**src/logic/psr_pkg.sv**
```systemverilog
/*
 package of the peripheral soft reset control block: register offsets,
 field positions, reset values and implemented-bit masks.
 assumes nothing of its surroundings.
*/
`default_nettype none
package psr_pkg;
	localparam logic [11:0] PSR_OFF_CTRL_A = 12'h044;
	localparam logic [11:0] PSR_OFF_CTRL_B = 12'h048;
	localparam logic [31:0] PSR_CTRL_A_RESET = 32'h00000000;
	localparam logic [31:0] PSR_CTRL_B_RESET = 32'h00000000;
	localparam int PSR_BIT_COMPARATOR_ZERO_RESET = 24;
	localparam int PSR_BIT_GPT2 = 18;
	localparam int PSR_BIT_GPT1 = 17;
	localparam int PSR_BIT_GPT0 = 16;
	localparam int PSR_BIT_QUAD0 = 8;
	localparam int PSR_BIT_SSP0 = 4;
	localparam int PSR_BIT_SER1 = 1;
	localparam int PSR_BIT_SER0 = 0;
	localparam int PSR_PORT_COUNT = 5;
	localparam logic [31:0] PSR_CTRL_A_IMPL = 32'h01070113;
	localparam logic [31:0] PSR_CTRL_B_IMPL = 32'h0000001F;
	localparam logic [1:0] PSR_RESP_OKAY = 2'h0;
	localparam logic [1:0] PSR_RESP_SLVERR = 2'h2;
	typedef enum logic [1:0] {
		PSR_W_IDLE = 2'b01,
		PSR_W_RESP = 2'b10
	} psr_wstate_e;
	typedef enum logic [1:0] {
		PSR_R_IDLE = 2'b01,
		PSR_R_DATA = 2'b10
	} psr_rstate_e;
endpackage
`default_nettype wire

```
**src/logic/psr_reg_word.sv**
```systemverilog
/*
 one masked control word: a write changes only bits allowed by both the
 implemented mask and the capability word.
 assumes the caller decodes the address and gives a one-cycle write strobe.
*/
`timescale 1ns/1ps
`default_nettype none
module psr_reg_word #(
	parameter logic [31:0] IMPL = 32'h0,
	parameter logic [31:0] RESET_VALUE = 32'h0
) (
	input wire logic aclk,
	input wire logic aresetn,
	input wire logic wr_en,
	input wire logic [31:0] wr_data,
	input wire logic [3:0] wr_strb,
	input wire logic [31:0] cap,
	output logic [31:0] value_q
);
	logic [31:0] lane_m;
	logic [31:0] allow_m;
	always_comb begin
		for (int i = 0; i < 32; i++) begin
			lane_m[i] = wr_strb[i / 8];
		end
		allow_m = IMPL & cap & lane_m;
	end
	always_ff @(posedge aclk) begin
		if (!aresetn) begin
			value_q <= RESET_VALUE;
		end else if (wr_en) begin
			// absent peripherals and unused bits keep their zero
			value_q <= (value_q & ~allow_m) | (wr_data & allow_m);
		end
	end
endmodule
`default_nettype wire

```
**src/logic/psr_ctrl.sv**
```systemverilog
/*
 peripheral soft reset controller: two control words on an AXI4-Lite
 slave, each implemented bit holding one peripheral in reset while set.
 assumes capability words are static inputs synchronous to aclk and that
 peripherals take an active-high reset level.
*/
// The implementer's own choice: register access over AXI4-Lite.
// Operation
// - writes to control word a are masked by capability word two
// - writes to control word b are masked by capability word four
// - bit 24 of word a resets comparator zero
// - bits 18..16 of word a reset counters two, one, zero
// - bit 8 of word a resets quadrature decoder zero
// - bit 4 of word a resets synchronous serial port zero
// - bits 1 and 0 of word a reset serial ports one and zero
// - bits 4..0 of word b reset ports e, d, c, b, a
// - unused bits read zero and ignore writes
// - both words reset to zero
`timescale 1ns/1ps
`default_nettype none
module psr_ctrl
	import psr_pkg::*;
#(
	parameter int ADDR_W = 12
) (
	input wire logic aclk,
	input wire logic aresetn,
	input wire logic [ADDR_W-1:0] s_axi_awaddr,
	input wire logic [2:0] s_axi_awprot,
	input wire logic s_axi_awvalid,
	output logic s_axi_awready,
	input wire logic [31:0] s_axi_wdata,
	input wire logic [3:0] s_axi_wstrb,
	input wire logic s_axi_wvalid,
	output logic s_axi_wready,
	output logic [1:0] s_axi_bresp,
	output logic s_axi_bvalid,
	input wire logic s_axi_bready,
	input wire logic [ADDR_W-1:0] s_axi_araddr,
	input wire logic [2:0] s_axi_arprot,
	input wire logic s_axi_arvalid,
	output logic s_axi_arready,
	output logic [31:0] s_axi_rdata,
	output logic [1:0] s_axi_rresp,
	output logic s_axi_rvalid,
	input wire logic s_axi_rready,
	input wire logic [31:0] capability_word_two,
	input wire logic [31:0] capability_word_four,
	output logic comparator_zero_reset,
	output logic gp_counter_two_reset,
	output logic gp_counter_one_reset,
	output logic gp_counter_zero_reset,
	output logic quad_decoder_zero_reset,
	output logic sync_serial_zero_reset,
	output logic serial_port_one_reset,
	output logic serial_port_zero_reset,
	output logic [PSR_PORT_COUNT-1:0] port_reset
);
	typedef struct packed {
		psr_wstate_e ws;
		logic aw_have;
		logic w_have;
		logic [ADDR_W-1:0] awaddr;
		logic [31:0] wdata;
		logic [3:0] wstrb;
		logic bvalid;
		logic [1:0] bresp;
		psr_rstate_e rs;
		logic rvalid;
		logic [31:0] rdata;
		logic [1:0] rresp;
		logic wr_a;
		logic wr_b;
		logic awready;
		logic wready;
		logic arready;
		logic [8+PSR_PORT_COUNT-1:0] rst;
	} psr_state_s;

	psr_state_s st_q;
	psr_state_s st_d;
	logic [31:0] ctrl_a_q;
	logic [31:0] ctrl_b_q;
	logic [ADDR_W-1:0] wa;
	logic [ADDR_W-1:0] ra;

	always_comb begin
		st_d = st_q;
		wa = '0;
		ra = '0;
		st_d.wr_a = 1'b0;
		st_d.wr_b = 1'b0;
		case (st_q.ws)
			PSR_W_IDLE: begin
				if (s_axi_awvalid && !st_q.aw_have) begin
					st_d.aw_have = 1'b1;
					st_d.awaddr = s_axi_awaddr;
				end
				if (s_axi_wvalid && !st_q.w_have) begin
					st_d.w_have = 1'b1;
					st_d.wdata = s_axi_wdata;
					st_d.wstrb = s_axi_wstrb;
				end
				if (st_q.aw_have && st_q.w_have) begin
					wa = st_q.awaddr;
					st_d.aw_have = 1'b0;
					st_d.w_have = 1'b0;
					st_d.bvalid = 1'b1;
					st_d.ws = PSR_W_RESP;
					if (wa == PSR_OFF_CTRL_A[ADDR_W-1:0]) begin
						st_d.wr_a = 1'b1;
						st_d.bresp = PSR_RESP_OKAY;
					end else if (wa == PSR_OFF_CTRL_B[ADDR_W-1:0]) begin
						st_d.wr_b = 1'b1;
						st_d.bresp = PSR_RESP_OKAY;
					end else begin
						st_d.bresp = PSR_RESP_SLVERR;
					end
				end
			end
			PSR_W_RESP: begin
				if (s_axi_bready) begin
					st_d.bvalid = 1'b0;
					st_d.ws = PSR_W_IDLE;
				end
			end
			default: begin
				st_d.ws = PSR_W_IDLE;
			end
		endcase
		case (st_q.rs)
			PSR_R_IDLE: begin
				if (s_axi_arvalid) begin
					ra = s_axi_araddr;
					st_d.rvalid = 1'b1;
					st_d.rs = PSR_R_DATA;
					// reserved bits are zero in the stored word already
					if (ra == PSR_OFF_CTRL_A[ADDR_W-1:0]) begin
						st_d.rdata = ctrl_a_q;
						st_d.rresp = PSR_RESP_OKAY;
					end else if (ra == PSR_OFF_CTRL_B[ADDR_W-1:0]) begin
						st_d.rdata = ctrl_b_q;
						st_d.rresp = PSR_RESP_OKAY;
					end else begin
						st_d.rdata = 32'h00000000;
						st_d.rresp = PSR_RESP_SLVERR;
					end
				end
			end
			PSR_R_DATA: begin
				if (s_axi_rready) begin
					st_d.rvalid = 1'b0;
					st_d.rs = PSR_R_IDLE;
				end
			end
			default: begin
				st_d.rs = PSR_R_IDLE;
			end
		endcase
		// reset lines lag the words by one edge so each output is a flop
		st_d.rst[7] = ctrl_a_q[PSR_BIT_COMPARATOR_ZERO_RESET];
		st_d.rst[6] = ctrl_a_q[PSR_BIT_GPT2];
		st_d.rst[5] = ctrl_a_q[PSR_BIT_GPT1];
		st_d.rst[4] = ctrl_a_q[PSR_BIT_GPT0];
		st_d.rst[3] = ctrl_a_q[PSR_BIT_QUAD0];
		st_d.rst[2] = ctrl_a_q[PSR_BIT_SSP0];
		st_d.rst[1] = ctrl_a_q[PSR_BIT_SER1];
		st_d.rst[0] = ctrl_a_q[PSR_BIT_SER0];
		st_d.rst[8+PSR_PORT_COUNT-1:8] =
			ctrl_b_q[PSR_PORT_COUNT-1:0];
		// readies registered from the next state, not decoded after it
		st_d.awready = (st_d.ws == PSR_W_IDLE) && !st_d.aw_have;
		st_d.wready = (st_d.ws == PSR_W_IDLE) && !st_d.w_have;
		st_d.arready = (st_d.rs == PSR_R_IDLE);
	end

	always_ff @(posedge aclk) begin
		if (!aresetn) begin
			st_q <= '{ws: PSR_W_IDLE, rs: PSR_R_IDLE, bresp: PSR_RESP_OKAY,
				rresp: PSR_RESP_OKAY, awready: 1'b1, wready: 1'b1,
				arready: 1'b1, default: '0};
		end else begin
			st_q <= st_d;
		end
	end

	psr_reg_word #(
		.IMPL(PSR_CTRL_A_IMPL),
		.RESET_VALUE(PSR_CTRL_A_RESET)
	) u_word_a (
		.aclk(aclk),
		.aresetn(aresetn),
		.wr_en(st_q.wr_a),
		.wr_data(st_q.wdata),
		.wr_strb(st_q.wstrb),
		.cap(capability_word_two),
		.value_q(ctrl_a_q)
	);

	psr_reg_word #(
		.IMPL(PSR_CTRL_B_IMPL),
		.RESET_VALUE(PSR_CTRL_B_RESET)
	) u_word_b (
		.aclk(aclk),
		.aresetn(aresetn),
		.wr_en(st_q.wr_b),
		.wr_data(st_q.wdata),
		.wr_strb(st_q.wstrb),
		.cap(capability_word_four),
		.value_q(ctrl_b_q)
	);

	// one cycle of latency on assert and release of every reset line
	assign comparator_zero_reset = st_q.rst[7];
	assign gp_counter_two_reset = st_q.rst[6];
	assign gp_counter_one_reset = st_q.rst[5];
	assign gp_counter_zero_reset = st_q.rst[4];
	assign quad_decoder_zero_reset = st_q.rst[3];
	assign sync_serial_zero_reset = st_q.rst[2];
	assign serial_port_one_reset = st_q.rst[1];
	assign serial_port_zero_reset = st_q.rst[0];
	assign port_reset = st_q.rst[8+PSR_PORT_COUNT-1:8];

	assign s_axi_awready = st_q.awready;
	assign s_axi_wready = st_q.wready;
	assign s_axi_bvalid = st_q.bvalid;
	assign s_axi_bresp = st_q.bresp;
	assign s_axi_arready = st_q.arready;
	assign s_axi_rvalid = st_q.rvalid;
	assign s_axi_rdata = st_q.rdata;
	assign s_axi_rresp = st_q.rresp;
endmodule
`default_nettype wire

```
**config.mk**
```make
export PLATFORM = sky130hd
export DESIGN_NAME = psr_ctrl
export DESIGN_NICKNAME = d
export VERILOG_FILES = /design/src/logic/psr_pkg.sv /design/src/logic/psr_reg_word.sv /design/src/logic/psr_ctrl.sv
export SDC_FILE = /design/constraint.sdc
export NUM_CORES = 1
export LEC_CHECK = 0
export ABC_CLOCK_PERIOD_IN_PS = 3800
export BUFFER_PORTS_ARGS = -buffer_cell sky130_fd_sc_hd__buf_2
export CAP_MARGIN = 20
export CELL_PAD_IN_SITES_DETAIL_PLACEMENT = 1
export CELL_PAD_IN_SITES_GLOBAL_PLACEMENT = 1
export CORE_UTILIZATION = 33
export CTS_CLUSTER_DIAMETER = 120
export CTS_CLUSTER_SIZE = 25
export DETAILED_ROUTE_END_ITERATION = 7
export PLACE_DENSITY = 0.95
export SYNTH_ARGS = -nofsm -noshare
export SYNTH_HDL_FRONTEND = slang
export SYNTH_SLANG_ARGS = --single-unit
export TNS_END_PERCENT = 10
```
**constraint.sdc**
```tcl
create_clock -name aclk -period 3.8 [get_ports aclk]
set_input_delay 0.38 -clock aclk [delete_from_list [all_inputs] [get_ports aclk]]
set_output_delay 0.38 -clock aclk [all_outputs]
set_load 0.05 [all_outputs]
```
==> run_results.csv <==
group,metric,value,unit
die,die_h,102,um
sta,clock.fmax,556,MHz
detailed_routing,firstDrtPassIters,6,
clocking,cts.path.max_buffers,2,
yosys,synth_ff_type,"dfxtp_1",
clocking,path_clk_slew,80,ps
sta,worst_pin_slew,718,ps
yosys,ys_top_cells_by_area,"dfxtp_1, buf_4, nand2_1, a21boi_0, mux2i_1",
critical_path,crit_family,"simple AND/OR/NAND/NOR gates",
clocking,numCtsBuffers,9,
global_route,grt_pass1_vias,2645,
clocking,htreeDepth,3,
global_route,grt_pass1_wl,12.2,mm
yosys,ys_ff_latch,77,
place,io_buffer_count,87,
yosys,synth-adder-area-share,1.90,%
critical_path,critPathRequiredTime,4060,ps
yosys,synth-simple-area-share,22.9,%
global_route,grt_antenna_before_repair,0,
die,fp.coreArea,9730,um2
die,initial_core_util,33.9,%
yosys,synth_seq_area_share,46.7,%
sta,slew_violations,0,
yosys,syn_area,3300,um2
power_and_ir_drop,power_density,581,nW/um2
sta,fin_skew,7.31,ps
critical_path,ff2ff_setup_slack,2000,ps
critical_path,critical_path.cell_chain,"ha_1, nand2_1, nor2_1, nand2_1, a21boi_0",
yosys,muxShareOfSynthArea,3.95,%
yosys,synth_xor_area_share,0.266,%
sta,rsz0062_at_grt,"no",
global_route,grt_max_degree,46,
layout,n_antenna_cell,0,
worst_hold_path,holdPathEnd,"st_q[61]",
yosys,yosysWarnings,0,
yosys,synth_edf_count,0,
sta,hold_viol,0,
global_route,overflow,0,
layout,drive_above_1_share,25.9,%
yosys,syn_area_per_cell,9.11,um2
critical_path,cp_num_buf_inv,0,
die,rows,36,
yosys,synth_compound_area_share,12.1,%
sta,min_period,1800,ps
yosys,yosysUniqueCellTypes,36,
layout,fin_nets,570,
worst_hold_path,min_from,"s_axi_wstrb[3]",
detailed_routing,wl_per_cell,13.4,um
worst_hold_path,hp-class,"input pin to flip-flop",
sta,fin_crit_sh,47.3,%
yosys,yosysTopAreaCellShare,46.7,%
critical_path,r2r-start,"st_q[108]",
critical_path,crit_type,"flip-flop to flip-flop",
detailed_routing,drtIter0Drc,35,
critical_path,cp-start-kind,"flip-flop",
critical_path,slowest_stage,"nor2_1",
clocking,root_buffer,"clkbuf_8",
die,die_x,102,um
detailed_routing,drtAntennaViolNets,0,
critical_path,cp_common_cell,"nand2_1",
critical_path,max_stage_delay,570,ps
sta,hold_slack,281,ps
detailed_routing,drc,0,
flow_run,drv_cap,0,
clocking,cts-hold-fix-buffers,0,
clocking,post_cts_buffers,0,
critical_path,crit_fanout,12,
detailed_routing,vias,2542,
critical_path,critPathLaunch,"st_q[108]",
power_and_ir_drop,p_leak,1.80,nW
critical_path,cp-end-kind,"flip-flop",
layout,syn2layout_area_growth,17.3,%
critical_path,r2r_end,"st_q[100]",
critical_path,worstRegToRegCells,5,
sta,fin_setup_tns,0,ps
clocking,worstSkewPairLatency,330,ps
worst_hold_path,min_path_cells,3,
yosys,synth_most_common_cell,"dfxtp_1",
place,gp_congestion,0.710,
detailed_routing,wirelength,7.57,mm
yosys,yosys-top-cells-count,"dfxtp_1, nand2_1, buf_4",
global_route,grt_usage,15.2,%
layout,utilization,39.8,%
detailed_routing,viasPerCell,4.50,
clocking,cts_tree,"built",
clocking,clkSinkCount,77,
sta,setup_viol,0,
power_and_ir_drop,ir_drop,0.282,mV
die,die_area,10400,um2
critical_path,cp.arrival,2050,ps
yosys,synth_top_family_by_area,"simple AND/OR/NAND/NOR gates",
yosys,post-synth-top-area-cell,"dfxtp_1",
sta,relSlewSlack,52.0,%
yosys,synthArstFlopShare,0,%
outcome,status,"complete, no violations",
yosys,synthCells,362,
die,io_pins,191,
clocking,cts_resized,0,
place,dp_hpwl,5.85,mm
-- power by group --
part           leakage, nW  switching, mW  total (mW)  internal (mW)
sequential           0.628         0.0634       0.966          0.902
clock                0.119          0.292       0.726          0.434
combinational         1.05          0.395       0.554          0.160
-- per-stage QoR --
step,setup WS (ps),total power [mW],cells,instance area [um2]
after floorplan,2130,1.43,385,3380
after global placement,1790,1.50,549,3620
after detailed placement,1720,1.54,549,3620
after CTS,1720,2.28,564,3860
after global routing,1740,2.38,565,3870
final,2000,2.25,565,3870
-- per-layer routing --
| layer | GRT usage [%] | routed length [um] | vias to the layer above |
|---|---|---|---|
| met5 | 0 | 0 | - |
| met4 | 5.71 | 25 | 0 |
| met3 | 3.21 | 291 | 2 |
| met2 | 28.2 | 4070 | 69 |
| met1 | 16.8 | 3180 | 1206 |
| li1 | - | - | 1265 |
-- cells by family after synthesis --
kind of cell | after synthesis
other cells | 1
buf+inv | 64
fa+ha+maj | 5
xor+xnor | 1
compound gates | 56
simple gates | 145
mux | 13
flops | 77
-- area by class of cell --
cell class | instances | area, um2
fillers | 1197 | 5860
flip-flops and latches | 77 | 1540
multi-input cells | 244 | 1450
repair buffers | 89 | 450
well taps | 133 | 166
clock buffers | 9 | 124
clock inverters | 6 | 113
inverters | 7 | 26.3
-- worst min-delay path, delay by kind of cell --
kind | cells | cell delay [ps]
and+or+nand+nor | 1 | 40
AOI/OAI and AO/OA | 1 | 50
buffers and inverters | 1 | 90
-- cells in the final DEF, fill, tap and decap left out, types with 3 or more instances in the layout --
cell type / netlist / routed
a221oi_1: 3 / 3
a22o_1: 5 / 5
clkbuf_8: 0 / 9
a21boi_0: 19 / 19
mux2i_1: 13 / 13
nor2_1: 11 / 11
nand2_1: 62 / 62
dfxtp_1: 77 / 77
nor2b_1: 18 / 18
a21boi_1: 10 / 10
inv_1: 7 / 7
conb_1: 1 / 24
bufinv_16: 0 / 3
nand2b_1: 3 / 3
a21oi_1: 5 / 5
nand3_1: 19 / 19
o21ai_0: 8 / 8
o21a_1: 3 / 3
buf_2: 2 / 87
and2_1: 16 / 16
ha_1: 5 / 5
-- how the worst max path moves through the flow --
| stage | end | slack (ps) | depth (start not counted) |
|---|---|---|---|
| 6_report | st_q[100] | 2000 | 5 |
| 5_1_grt | st_q[102] | 1740 | 5 |
| 4_1_cts | s_axi_wready | 1720 | 6 |
| 3_5_place_dp | s_axi_wready | 1720 | 6 |
| 3_3_place_gp | s_axi_wready | 1790 | 6 |
| 2_1_floorplan | s_axi_rdata[16] | 2130 | 4 |
Power figures use the tool's default switching activity.
